### src/inc/cfot_pkg.sv
// Constants and types for the current fault latch and charge overtemperature block.
// Assumes a 40 MHz system clock and an APB slave with 8-bit byte addresses.
package cfot_pkg;

    // Clock and time base
    localparam int CLK_HZ = 40_000_000;
    localparam int HZ_PER_MHZ = 1_000_000;
    localparam int CYCLES_PER_US = CLK_HZ / HZ_PER_MHZ;
    localparam int US_PER_S = 1_000_000;
    localparam logic [7:0] RETRY_WINDOW_S = 8'h05;

    // Register byte offsets
    localparam logic [7:0] ADDR_SC_DELAY = 8'h00;
    localparam logic [7:0] ADDR_LATCH_LIMIT = 8'h04;
    localparam logic [7:0] ADDR_RECOVERY = 8'h08;
    localparam logic [7:0] ADDR_OTC_THR = 8'h0c;
    localparam logic [7:0] ADDR_CHARGE_OVERTEMP_DELAY_CFG = 8'h10;
    localparam logic [7:0] ADDR_OTC_REC = 8'h14;
    localparam logic [7:0] ADDR_STATUS = 8'h18;

    // Field widths
    localparam int SC_DELAY_W = 4;
    localparam int LATCH_W = 3;

    // Reset values
    localparam logic [3:0] RST_SC_DELAY = 4'h1;
    localparam logic [2:0] RST_LATCH_LIMIT = 3'h0;
    localparam logic [7:0] RST_RECOVERY = 8'h05;
    localparam logic [7:0] RST_OTC_THR = 8'h37;
    localparam logic [7:0] RST_CHARGE_OVERTEMP_DELAY_CFG = 8'h0f;
    localparam logic [7:0] RST_OTC_REC = 8'h3f;

    // Short-circuit delay per code in microseconds; codes above the last clamp
    localparam logic [3:0] SC_MAX_CODE = 4'ha;
    localparam logic [12:0] SC_DELAY_US [0:10] = '{
        13'd0, 13'd15, 13'd31, 13'd61, 13'd122, 13'd244,
        13'd488, 13'd977, 13'd1953, 13'd3906, 13'd7797};

    // Retries before latching per latch limit code; code 0 never latches
    localparam logic [7:0] RETRY_LIMIT [0:7] = '{
        8'd0, 8'd2, 8'd4, 8'd8, 8'd16, 8'd32, 8'd48, 8'd96};

    typedef struct packed {
        logic [3:0] sc_delay;
        logic [2:0] latch_limit;
        logic [7:0] recovery_s;
        logic [7:0] otc_thr;
        logic [7:0] charge_overtemp_delay_cfg;
        logic [7:0] otc_rec;
    } cfot_cfg_s;

    // Status register image, bit 0 upward: retry count, tripped, latched, otc fault
    typedef struct packed {
        logic otc_fault;
        logic latched;
        logic tripped;
        logic [7:0] retry_cnt;
    } cfot_status_s;

    typedef enum logic [2:0] {
        ST_IDLE = 3'b001,
        ST_TRIP = 3'b010,
        ST_LATCH = 3'b100
    } cfot_state_e;

endpackage

### src/hw/cfot_top.sv
// Current protection retry/latch/recovery and charge overtemperature detector.
// Assumes asynchronous comparator inputs and a thermistor sample from same-clock logic,
// one valid strobe per periodic sample interval.
//
// Operation
// - Short-circuit fault waits the delay chosen by a 4-bit code; code 0 fastest.
// - Latch limit code 1..7 allows 2,4,8,16,32,48,96 retries before latching.
// - Latch limit code 0 never latches the FETs off.
// - One retry count serves all current faults; at the limit FETs stay off.
// - No retrigger within five seconds after recovery clears the retry count.
// - A tripped current protection recovers after the programmed 1..255 seconds.
// - Recovery time zero disables automatic recovery.
// - Charge overtemperature detected when thermistor sample is below the threshold.
// - Overtemperature fault only after persisting the programmed sample intervals.
// - Overtemperature fault clears when the sample rises above the recovery threshold.
`timescale 1ns/1ps

module cfot_top #(
    parameter int US_PER_SECOND = cfot_pkg::US_PER_S
) (
    input wire logic clk,
    input wire logic resetn,
    input wire logic psel,
    input wire logic penable,
    input wire logic pwrite,
    input wire logic [7:0] paddr,
    input wire logic [31:0] pwdata,
    output logic [31:0] prdata,
    output logic pready,
    output logic pslverr,
    input wire logic short_circuit_comparator,
    input wire logic discharge_overcurrent_fault_one,
    input wire logic discharge_overcurrent_fault_two,
    input wire logic charge_overcurrent_fault,
    input wire logic [7:0] thermistor_sense_pin,
    input wire logic thermistor_sample_valid,
    output logic discharge_short_circuit_fault,
    output logic charge_overtemp_fault,
    output logic discharge_fet_enable,
    output logic charge_fet_enable
);

    function automatic logic [12:0] sc_delay_us(input logic [3:0] code);
        logic [3:0] c;
        c = (code > cfot_pkg::SC_MAX_CODE) ? cfot_pkg::SC_MAX_CODE : code;
        return cfot_pkg::SC_DELAY_US[c];
    endfunction

    function automatic logic reg_hit(input logic [7:0] addr);
        return addr == cfot_pkg::ADDR_SC_DELAY || addr == cfot_pkg::ADDR_LATCH_LIMIT
            || addr == cfot_pkg::ADDR_RECOVERY || addr == cfot_pkg::ADDR_OTC_THR
            || addr == cfot_pkg::ADDR_CHARGE_OVERTEMP_DELAY_CFG || addr == cfot_pkg::ADDR_OTC_REC
            || addr == cfot_pkg::ADDR_STATUS;
    endfunction

    logic rst_q1;
    logic rst_n;
    logic [3:0] in_q1;
    logic [3:0] in_q2;
    cfot_pkg::cfot_cfg_s cfg;
    cfot_pkg::cfot_status_s status;
    cfot_pkg::cfot_state_e state;
    logic [5:0] us_div;
    logic us_tick;
    logic [19:0] sec_div;
    logic sec_tick;
    logic [7:0] sec_cnt;
    logic [12:0] sc_us_cnt;
    logic sc_live;
    logic sc_qual;
    logic cur_fault;
    logic [7:0] retry_cnt;
    logic [7:0] next_retry;
    logic [7:0] retry_lim;
    logic window_active;
    logic window_expire;
    logic trip_now;
    logic recover_now;
    logic trip_is_charge;
    logic [7:0] otc_cnt;
    logic apb_wr;

    // Reset release through two flops
    always_ff @(posedge clk or negedge resetn) begin
        if (!resetn) begin
            rst_q1 <= 1'b0;
            rst_n <= 1'b0;
        end else begin
            rst_q1 <= 1'b1;
            rst_n <= rst_q1;
        end
    end

    // Comparator and fault inputs cross in through two flops
    always_ff @(posedge clk or negedge rst_n) begin
        if (!rst_n) begin
            in_q1 <= 4'h0;
            in_q2 <= 4'h0;
        end else begin
            in_q1 <= {charge_overcurrent_fault, discharge_overcurrent_fault_two,
                      discharge_overcurrent_fault_one, short_circuit_comparator};
            in_q2 <= in_q1;
        end
    end

    // Microsecond and second time base; the second divider restarts on each
    // trip or recovery so that recovery and window times are never more than 1 us short
    assign us_tick = (us_div == 6'(cfot_pkg::CYCLES_PER_US - 1));
    assign sec_tick = us_tick && (sec_div == 20'(US_PER_SECOND - 1));

    always_ff @(posedge clk or negedge rst_n) begin
        if (!rst_n) begin
            us_div <= 6'h00;
        end else begin
            us_div <= us_tick ? 6'h00 : us_div + 6'h01;
        end
    end

    always_ff @(posedge clk or negedge rst_n) begin
        if (!rst_n) begin
            sec_div <= 20'h00000;
        end else if (trip_now || recover_now || sec_tick) begin
            sec_div <= 20'h00000;
        end else if (us_tick) begin
            sec_div <= sec_div + 20'h00001;
        end
    end

    // Short-circuit qualification delay
    assign sc_live = in_q2[0];
    // One extra tick: the free-running tick may land just after the comparator
    // rises, so a count of exactly the delay could qualify up to 1 us early
    assign sc_qual = sc_live && (cfg.sc_delay == 4'h0
                     || sc_us_cnt > sc_delay_us(cfg.sc_delay));

    always_ff @(posedge clk or negedge rst_n) begin
        if (!rst_n) begin
            sc_us_cnt <= 13'h0000;
        end else if (!sc_live) begin
            sc_us_cnt <= 13'h0000;
        end else if (us_tick && !sc_qual) begin
            sc_us_cnt <= sc_us_cnt + 13'h0001;
        end
    end

    always_ff @(posedge clk or negedge rst_n) begin
        if (!rst_n) begin
            discharge_short_circuit_fault <= 1'b0;
        end else begin
            discharge_short_circuit_fault <= sc_qual;
        end
    end

    // Retry, latch and recovery sequencing shared by all current faults
    assign cur_fault = sc_qual || (|in_q2[3:1]);
    assign retry_lim = cfot_pkg::RETRY_LIMIT[cfg.latch_limit];
    assign next_retry = (retry_cnt == 8'hff) ? retry_cnt : retry_cnt + 8'h01;
    assign trip_now = (state == cfot_pkg::ST_IDLE) && cur_fault;
    assign recover_now = (state == cfot_pkg::ST_TRIP) && (cfg.recovery_s != 8'h00)
                         && (sec_cnt >= cfg.recovery_s);
    assign window_expire = window_active && (state == cfot_pkg::ST_IDLE) && !cur_fault
                           && (sec_cnt == cfot_pkg::RETRY_WINDOW_S);

    always_ff @(posedge clk or negedge rst_n) begin
        if (!rst_n) begin
            state <= cfot_pkg::ST_IDLE;
        end else begin
            case (state)
                cfot_pkg::ST_IDLE: begin
                    if (trip_now && window_active && retry_lim != 8'h00
                        && next_retry >= retry_lim) begin
                        state <= cfot_pkg::ST_LATCH;
                    end else if (trip_now) begin
                        state <= cfot_pkg::ST_TRIP;
                    end
                end
                cfot_pkg::ST_TRIP: begin
                    if (recover_now) begin
                        state <= cfot_pkg::ST_IDLE;
                    end
                end
                cfot_pkg::ST_LATCH: state <= cfot_pkg::ST_LATCH;
                default: state <= cfot_pkg::ST_IDLE;
            endcase
        end
    end

    always_ff @(posedge clk or negedge rst_n) begin
        if (!rst_n) begin
            retry_cnt <= 8'h00;
        end else if (trip_now && window_active) begin
            retry_cnt <= next_retry;
        end else if (window_expire) begin
            retry_cnt <= 8'h00;
        end
    end

    always_ff @(posedge clk or negedge rst_n) begin
        if (!rst_n) begin
            window_active <= 1'b0;
        end else if (recover_now) begin
            window_active <= 1'b1;
        end else if (window_expire || trip_now) begin
            window_active <= 1'b0;
        end
    end

    always_ff @(posedge clk or negedge rst_n) begin
        if (!rst_n) begin
            sec_cnt <= 8'h00;
        end else if (trip_now || recover_now) begin
            sec_cnt <= 8'h00;
        end else if (sec_tick && sec_cnt != 8'hff) begin
            sec_cnt <= sec_cnt + 8'h01;
        end
    end

    // A trip on charge overcurrent alone opens the charge FET, one with any discharge fault the discharge FET
    always_ff @(posedge clk or negedge rst_n) begin
        if (!rst_n) begin
            trip_is_charge <= 1'b0;
        end else if (trip_now) begin
            trip_is_charge <= in_q2[3] && !sc_qual && !(|in_q2[2:1]);
        end
    end

    // Charge overtemperature detection on each thermistor sample
    always_ff @(posedge clk or negedge rst_n) begin
        if (!rst_n) begin
            charge_overtemp_fault <= 1'b0;
            otc_cnt <= 8'h00;
        end else if (thermistor_sample_valid) begin
            if (charge_overtemp_fault) begin
                otc_cnt <= 8'h00;
                if (thermistor_sense_pin > cfg.otc_rec) begin
                    charge_overtemp_fault <= 1'b0;
                end
            end else if (thermistor_sense_pin < cfg.otc_thr) begin
                if (otc_cnt >= cfg.charge_overtemp_delay_cfg) begin
                    charge_overtemp_fault <= 1'b1;
                    otc_cnt <= 8'h00;
                end else begin
                    otc_cnt <= otc_cnt + 8'h01;
                end
            end else begin
                otc_cnt <= 8'h00;
            end
        end
    end

    assign discharge_fet_enable = (state == cfot_pkg::ST_IDLE)
                                  || (state == cfot_pkg::ST_TRIP && trip_is_charge);
    assign charge_fet_enable = !charge_overtemp_fault && ((state == cfot_pkg::ST_IDLE)
                               || (state == cfot_pkg::ST_TRIP && !trip_is_charge));

    // APB slave: no wait states, read data captured in the setup cycle
    assign pready = 1'b1;
    assign pslverr = psel && penable && !reg_hit(paddr);
    assign apb_wr = psel && penable && pwrite && reg_hit(paddr);
    assign status = '{otc_fault: charge_overtemp_fault,
                      latched: state == cfot_pkg::ST_LATCH,
                      tripped: state == cfot_pkg::ST_TRIP,
                      retry_cnt: retry_cnt};

    always_ff @(posedge clk or negedge rst_n) begin
        if (!rst_n) begin
            cfg.sc_delay <= cfot_pkg::RST_SC_DELAY;
            cfg.latch_limit <= cfot_pkg::RST_LATCH_LIMIT;
            cfg.recovery_s <= cfot_pkg::RST_RECOVERY;
            cfg.otc_thr <= cfot_pkg::RST_OTC_THR;
            cfg.charge_overtemp_delay_cfg <= cfot_pkg::RST_CHARGE_OVERTEMP_DELAY_CFG;
            cfg.otc_rec <= cfot_pkg::RST_OTC_REC;
        end else if (apb_wr) begin
            case (paddr)
                cfot_pkg::ADDR_SC_DELAY: cfg.sc_delay <= pwdata[cfot_pkg::SC_DELAY_W-1:0];
                cfot_pkg::ADDR_LATCH_LIMIT: cfg.latch_limit <= pwdata[cfot_pkg::LATCH_W-1:0];
                cfot_pkg::ADDR_RECOVERY: cfg.recovery_s <= pwdata[7:0];
                cfot_pkg::ADDR_OTC_THR: cfg.otc_thr <= pwdata[7:0];
                cfot_pkg::ADDR_CHARGE_OVERTEMP_DELAY_CFG: cfg.charge_overtemp_delay_cfg <= pwdata[7:0];
                cfot_pkg::ADDR_OTC_REC: cfg.otc_rec <= pwdata[7:0];
                default: cfg.sc_delay <= cfg.sc_delay;
            endcase
        end
    end

    always_ff @(posedge clk or negedge rst_n) begin
        if (!rst_n) begin
            prdata <= 32'h00000000;
        end else if (psel && !penable) begin
            case (paddr)
                cfot_pkg::ADDR_SC_DELAY: prdata <= {28'h0000000, cfg.sc_delay};
                cfot_pkg::ADDR_LATCH_LIMIT: prdata <= {29'h00000000, cfg.latch_limit};
                cfot_pkg::ADDR_RECOVERY: prdata <= {24'h000000, cfg.recovery_s};
                cfot_pkg::ADDR_OTC_THR: prdata <= {24'h000000, cfg.otc_thr};
                cfot_pkg::ADDR_CHARGE_OVERTEMP_DELAY_CFG: prdata <= {24'h000000, cfg.charge_overtemp_delay_cfg};
                cfot_pkg::ADDR_OTC_REC: prdata <= {24'h000000, cfg.otc_rec};
                cfot_pkg::ADDR_STATUS: prdata <= {21'h000000, status};
                default: prdata <= 32'h00000000;
            endcase
        end
    end
endmodule

### config.mk
export PLATFORM = sky130hd
export DESIGN_NAME = cfot_top
export DESIGN_NICKNAME = d
export VERILOG_FILES = /design/src/inc/cfot_pkg.sv /design/src/hw/cfot_top.sv
export SDC_FILE = /design/constraint.sdc
export NUM_CORES = 1
export LEC_CHECK = 0
export BUFFER_PORTS_ARGS = -buffer_cell sky130_fd_sc_hd__buf_2
export CORE_MARGIN = 1
export CORE_UTILIZATION = 45
export DETAILED_ROUTE_END_ITERATION = 8
export SLEW_MARGIN = 15
export SYNTH_ARGS = -nofsm -noshare
export SYNTH_HDL_FRONTEND = slang
export SYNTH_SLANG_ARGS = --single-unit
### constraint.sdc
create_clock -name clk -period 4.9 [get_ports clk]
set_clock_uncertainty 0.05 [all_clocks]
set_input_delay 0.98 -clock clk [delete_from_list [all_inputs] [get_ports clk]]
set_output_delay 0.98 -clock clk [all_outputs]
set_load 0.01 [all_outputs]
==> Word level (Yosys, flattened, before mapping) <==
Memory sizes are Yosys's and may differ from the RTL's.
Cells that the tools add are included.
{ "op_classes": {"n_addsub": 6, "magnitude_cmp": 9, "n_eq_ne": 17, "muxes": 29, "bitwise_logic": 2, "reduce_logical": 60} }
{ "ops": {"columns": ["op", "n"], "rows": [
  ["8-bit two-way mux", 10],
  ["11-bit case mux with 7 select lines", 1],
  ["13-bit two-way mux", 4],
  ["20-bit two-way mux", 2],
  ["8-bit by 1-bit adder with 8-bit output, second input constant", 3],
  ["8-bit by 5-bit == test with 1-bit output, second input constant", 3],
  ["8-bit >= comparator", 3],
  ["1-bit logical AND", 23],
  ["20-bit by 1-bit adder with 20-bit output, second input constant", 1],
  ["20-bit == test, second input constant", 1],
  ["8-bit by 3-bit == test with 1-bit output, second input constant", 2],
  ["8-bit by 4-bit == test with 1-bit output, second input constant", 2],
  ["8-bit nonzero test", 2],
  ["2-bit AND reduction", 7],
  ["13-bit by 1-bit adder with 13-bit output, second input constant", 1],
  ["13-bit > comparator", 1],
  ["1-bit logical OR", 13],
  ["3-bit two-way mux", 3],
  ["3-bit case mux with 3 select lines", 1],
  ["8-bit == test, second input constant", 1],
  ["8-bit > comparator", 1],
  ["8-bit zero test", 1],
  ["8-bit < comparator", 1],
  ["8-bit != test, second input constant", 1],
  ["20 further kinds", 35]
]} }
{ "totals": {"regBits": 151, "rom_bits": 272, "output_inout_bits": 38, "wordCells": 147, "n_memories": 2} }
{ "mem_list": {"columns": ["name", "words", "width", "read_ports", "rd_clocked_by_memory_dff", "write_ports", "line_no", "source"], "rows": [
  ["(no name shown)", 16, 13, 1, 0, 0, "cfot_top.sv:46", "return cfot_pkg::SC_DELAY_US[c];"],
  ["(no name shown)", 8, 8, 1, 0, 0, "cfot_top.sv:156", "assign retry_lim = cfot_pkg::RETRY_LIMIT[cfg.latch_limit];"]
]} }

==> Longest topological paths before layout <==
{ "logic_depth": {"ltp_word": 16, "ltp_mapped": 18, "ltp_nobuf": 15} }

==> Worst setup path after synthesis <==
OpenSTA, ideal clock, no wires.
{ "synth_path": {"kind": "reg-to-reg", "from": "register cfg[38] (netlist bit)", "to": "register sec_div[6]", "setup_time_ns": 0.072, "arrival_time_ns": 3.340, "required_time_ns": 4.778, "path_slack_ns": 1.438, "path_stages_with_launch": 19, "n_path_buf": 3, "path_cell_list": "dfrtp_1 > clkbuf_1 > clkinv_1 > nor2_1 > or2_2 > inv_1 > ha_1 > nand2b_1 > o21a_1 > ha_1 > nand4_1 > or2_1 > o41ai_2 > nand2_1 > a32o_1 > buf_6 > a21o_1 > buf_6 > nor2_1"} }
{ "synth_between": {"elab_chain_cells": 14} }
{ "synth_lines": {"columns": ["element", "line_no", "source"], "rows": [
  ["start: declaration", "cfot_top.sv:60", "cfot_pkg::cfot_cfg_s cfg;"],
  ["4-bit > comparator", "cfot_top.sv:45", "c = (code > cfot_pkg::SC_MAX_CODE) ? cfot_pkg::SC_MAX_CODE : code;"],
  ["4-bit two-way mux", "cfot_top.sv:45", null],
  ["4-bit inverter with 5-bit output (not written as such)", "cfot_top.sv:46", null],
  ["memory read 16 x 13 bit", null, null],
  ["13-bit two-way mux (not written as such) (2 in series)", "cfot_top.sv:46", null],
  ["13-bit > comparator", "cfot_top.sv:134", "|| sc_us_cnt > sc_delay_us(cfg.sc_delay));"],
  ["1-bit logical OR *", "cfot_top.sv:134", null],
  ["1-bit logical AND *", "cfot_top.sv:133", "assign sc_qual = sc_live && (cfg.sc_delay == 4'h0"],
  ["1-bit logical OR *", "cfot_top.sv:155", "assign cur_fault = sc_qual || (|in_q2[3:1]);"],
  ["1-bit logical AND *", "cfot_top.sv:158", "assign trip_now = (state == cfot_pkg::ST_IDLE) && cur_fault;"],
  ["1-bit logical OR * (2 in series)", "cfot_top.sv:122", "end else if (trip_now || recover_now || sec_tick) begin"],
  ["20-bit two-way mux or 2-bit nonzero test (tied branches)", null, null],
  ["end signal: assignment", "cfot_top.sv:125", "sec_div <= sec_div + 20'h00001;"],
  ["end: declaration", "cfot_top.sv:65", "logic [19:0] sec_div;"]
]} }
Mark *: on every way between the ends. The rest lies on a longest branch, timed or not. The select of a mux whose other input is x is not followed.
A chain may end at the register's enable or synchronous reset.

==> Final worst setup path <==
{ "layout_path": {"from": "register cfg[38] (netlist bit)", "to": "register sec_div[1]"} }
Same word-level chain as after synthesis.

==> results.txt <==
The startpoint type of the worst setup path is a flop. The worst hold-check path type was in2async. The total of cells resized after clock tree synthesis was 0; the total congestion overflow was 0. The library cell contributing the largest single delay on the critical path was dfrtp_1. TritonCTS built the clock tree.

The critical path starts at cfg[38]$_DFFE_PN0P_. For the peak supply drop, the log shows 0.264 mV. The clock tree synthesis step divided the H-tree into 4 levels. For the starting density of the core, the log shows 46.4%. In this run the power spent charging and discharging nets is 0.681 mW. In the post-synthesis netlist, the cell with the most instances is dfrtp_1. The internal portion of the total power is 1.98 mW. Clock-pin slew was measured on the worst setup and hold paths at 0.06 ns. The switching part of the total was 25.6%. After synthesis, the most frequently instantiated cells are 111 x dfrtp_1, 78 x nand2_1, 72 x nor2_1. The end of the critical path is sec_div[1]$_DFFE_PN0P_. Data on the critical path is required at its endpoint by 5.20 ns. Counting buffers and inverters, the worst setup path is 16 cells deep. At the end of routability-driven placement, the weighted congestion stood at 0.833. Count of cell types in the netlist: 64.

Cell taking the most area after synthesis: dfrtp_1. The post-route netlist has 17.3% of its cells at a drive strength greater than 1. The number of cells in the finished layout apart from fillers is 1,086, and the maximum achievable frequency is 249 MHz. The tools report the clock sink count as 130. In the post-synthesis netlist, the biggest area contributors are dfrtp_1 36%, ha_1 9.7%, dfstp_2 6.4%, mux2_2 4.8%, nand2_1 3.8%. No sink is reached through more buffers than the 2 on the longest clock path. The cell family contributing the most delay on the critical path is compound AO/OA/AOI/OAI gates. The endpoint identified for the worst register-to-register timing path is sec_div[1]$_DFFE_PN0P_. The tools report the combined area of all synthesized cells as 0.00775 mm2. For this run, the slowest stage of the critical path takes 0.56 ns. The flow ran to the end, and the final reports show no timing, DRC or antenna violations. The analysis attributes to cell leakage a power of 4.00 nW.

The worst relative slew slack was 36.6%; the number of instances in the synthesized netlist was 804. The detail-routed net length per standard cell is 16.4 um, and the detailed-route via count is 6,024. The vertical die dimension was 133 um.

Setup repair after global routing left no endpoint under its margin. The final layout contains routed wiring with a total length of 17.8 mm. The most used flip-flop cell after synthesis is dfrtp_1.

After routing, the total negative slack on setup checks comes to 0 ns. Pin placement for this block handled 96 I/O pins. The final hold violation count is 0, and the minimum clock period after layout is 4.02 ns. Sequential cells burn 42.9% of the power. The die is 133 um wide.

The starting DRC count in detailed routing was 321; the share of flip-flops with an asynchronous set or reset after synthesis was 100%. STA classifies the critical path endpoint as a flop. In this run the remaining antenna-violating nets after routing total 0.

Counting both buffers and inverters, the worst setup path holds a total of 3. The global-route total usage across every layer came out at 21.5%. After clock tree synthesis, the setup repair step added 0 buffers.

For the pin with the worst max-slew slack, the measured transition is 0.944 ns. The worst reg2reg path depth was 16; the number of endpoints failing setup at the final stage was 0. The tools report the net total in the final layout as 971. For the number of warning messages in the yosys log, the log shows 0.

The critical path goes through clkinv_1 -> nor2_1 -> or2_2 -> inv_1 -> ha_1 -> nand2b_1 -> o21a_1 -> ha_1 -> nand4_1 -> or2_1 -> o41ai_2 -> nand2_1 -> a32o_1 -> buf_4 -> a21o_1 -> a21oi_1. Once layout is done, the placed cells without fillers occupy 0.00870 mm2. The critical path is of the reg2reg type. The initial antenna violation count is 0, and the number of max-capacitance violations reported is 0. The count of buffers from port buffering is 49, and the fraction of power consumed by combinational cells is 9.6%. Among the stages of the critical path, the cell type that occurs most often is ha_1. The die area is 0.0178 mm2, and the number of flops mapped to enable cells by yosys is 0.

The number of slew-limit violations in the final report is 0, and the largest net degree at the start of global routing is 56. The clock latency on the worst-skew pair was 0.43 ns; the post-synthesis sequential area ratio was 42.3%. Critical path arrival: 4.33 ns. Wire length of the first global-routing pass: 29.8 mm.

The worst register-to-register path begins at cfg[38]$_DFFE_PN0P_. For this design the ratio of total power to cell area is 306 mW/mm2. The share of the synthesized area in the top cell type came out at 35.8%. The count of antenna diodes in the layout was 0.

The logs give 47.5% for the share of total power in the clock network and 0 for the number of hold-repair buffers added at the cts stage. Counting flops and latches in the post-synthesis netlist gives 130. The via density per instance was 5.55; the count of TritonRoute iterations in the first routing pass was 5. For this run, design rule violations remaining after detail routing come to 0. The half-perimeter wire length after detailed placement came out at 13.2 mm. The placed standard-cell area came out at 0.00812 mm2. CTS placed an instance of clkbuf_16 at the clock tree root. The number of clock buffers added by TritonCTS is 17. The worst register-to-register path has a setup slack of 0.88 ns. The floorplan core area is 0.0167 mm2, and the average footprint of a synthesized cell is 9.64 um2.

The number of global-route vias before repair was 5,923; the number of rows in the core area was 47. The area overhead of the layout relative to synthesis was 12.2%; the maximum fanout encountered on the critical timing path was 18. The post-route fraction of the period consumed by the critical path is 82.1%, and the number of placed instances, taps included is 1,054.
## kinds of logic after synthesis
kind of cell	synth area share (%)
other cells	0.0969
fa+ha+maj	9.68
buf+inv	5.94
xor+xnor	4.41
simple gates	18.5
mux	6.70
compound gates	12.5
flops	42.3
## sequential cells by signal, summed over array words and instances (netlist names), 6 cells and up
signal / flops
cfg: 39
otc_cnt: 8
prdata: 11
retry_cnt: 8
sc_us_cnt: 13
sec_cnt: 8
sec_div: 20
us_div: 6
## power groups by stage
stage | sequential (mW) | clock (mW) | combinational, mW
floorplan | 1.15 | 0 | 0.192
global placement | 1.16 | 0 | 0.251
detailed placement | 1.16 | 0 | 0.256
CTS | 1.14 | 1.28 | 0.257
global route | 1.15 | 1.34 | 0.288
finish | 1.14 | 1.26 | 0.255
## cell type report
cell class,instances,area (um2)
clock inverter,10,108
inverter,49,184
fill,1560,8000
clock buffer,22,474
sequential,130,3280
timing repair buffer,54,283
tap,220,275
multi-input combinational,601,4100
## metrics by stage
stage	worst slack [ns]	utilization (%)	power [mW]	hold WS, ns
global route	0.558	52.1	2.77	0.261
floorplan	0.993	-	1.35	0.281
finish	0.877	52.1	2.66	0.278
global placement	1.04	48.6	1.41	0.290
CTS	0.883	52.1	2.68	0.264
detailed placement	0.920	48.6	1.42	0.294
## how the worst min path moves through the flow
stage / startpoint / to / slack, ns
3_5_place_dp: rst_q1$_DFF_PN0_ / rst_n$_DFF_PN0_ / 0.29
6_report: resetn / rst_n$_DFF_PN0_ / 0.28
2_1_floorplan: in_q1[0]$_DFF_PN0_ / in_q2[0]$_DFF_PN0_ / 0.28
5_1_grt: resetn / rst_q1$_DFF_PN0_ / 0.26
3_3_place_gp: in_q1[0]$_DFF_PN0_ / in_q2[0]$_DFF_PN0_ / 0.29
4_1_cts: resetn / rst_n$_DFF_PN0_ / 0.26
## metal layers
metal	routed length, um	vias up	global-route usage (%)
met5	0	-	0
met4	442	0	8.78
met3	801	36	4.64
met2	8580	156	35.3
met1	8000	2913	27.5
li1	-	2919	-
## cell usage in the layout (no fill, tap or decap), types with 7 or more instances in the layout
cell	instances
a21o_1	10
mux2i_1	8
dfrtp_1	110
and3_1	12
o21a_1	7
xnor2_1	19
nor3_1	17
conb_1	23
nor2b_1	7
nor2_1	72
clkbuf_16	17
nand4_1	19
ha_1	60
nand3_1	34
mux2_2	33
nand2_1	78
inv_1	48
a31oi_1	7
dfstp_2	19
a21oi_1	25
o21ai_0	50
nand2b_1	14
xor2_1	20
buf_2	49
Power figures use the tool's default switching activity.
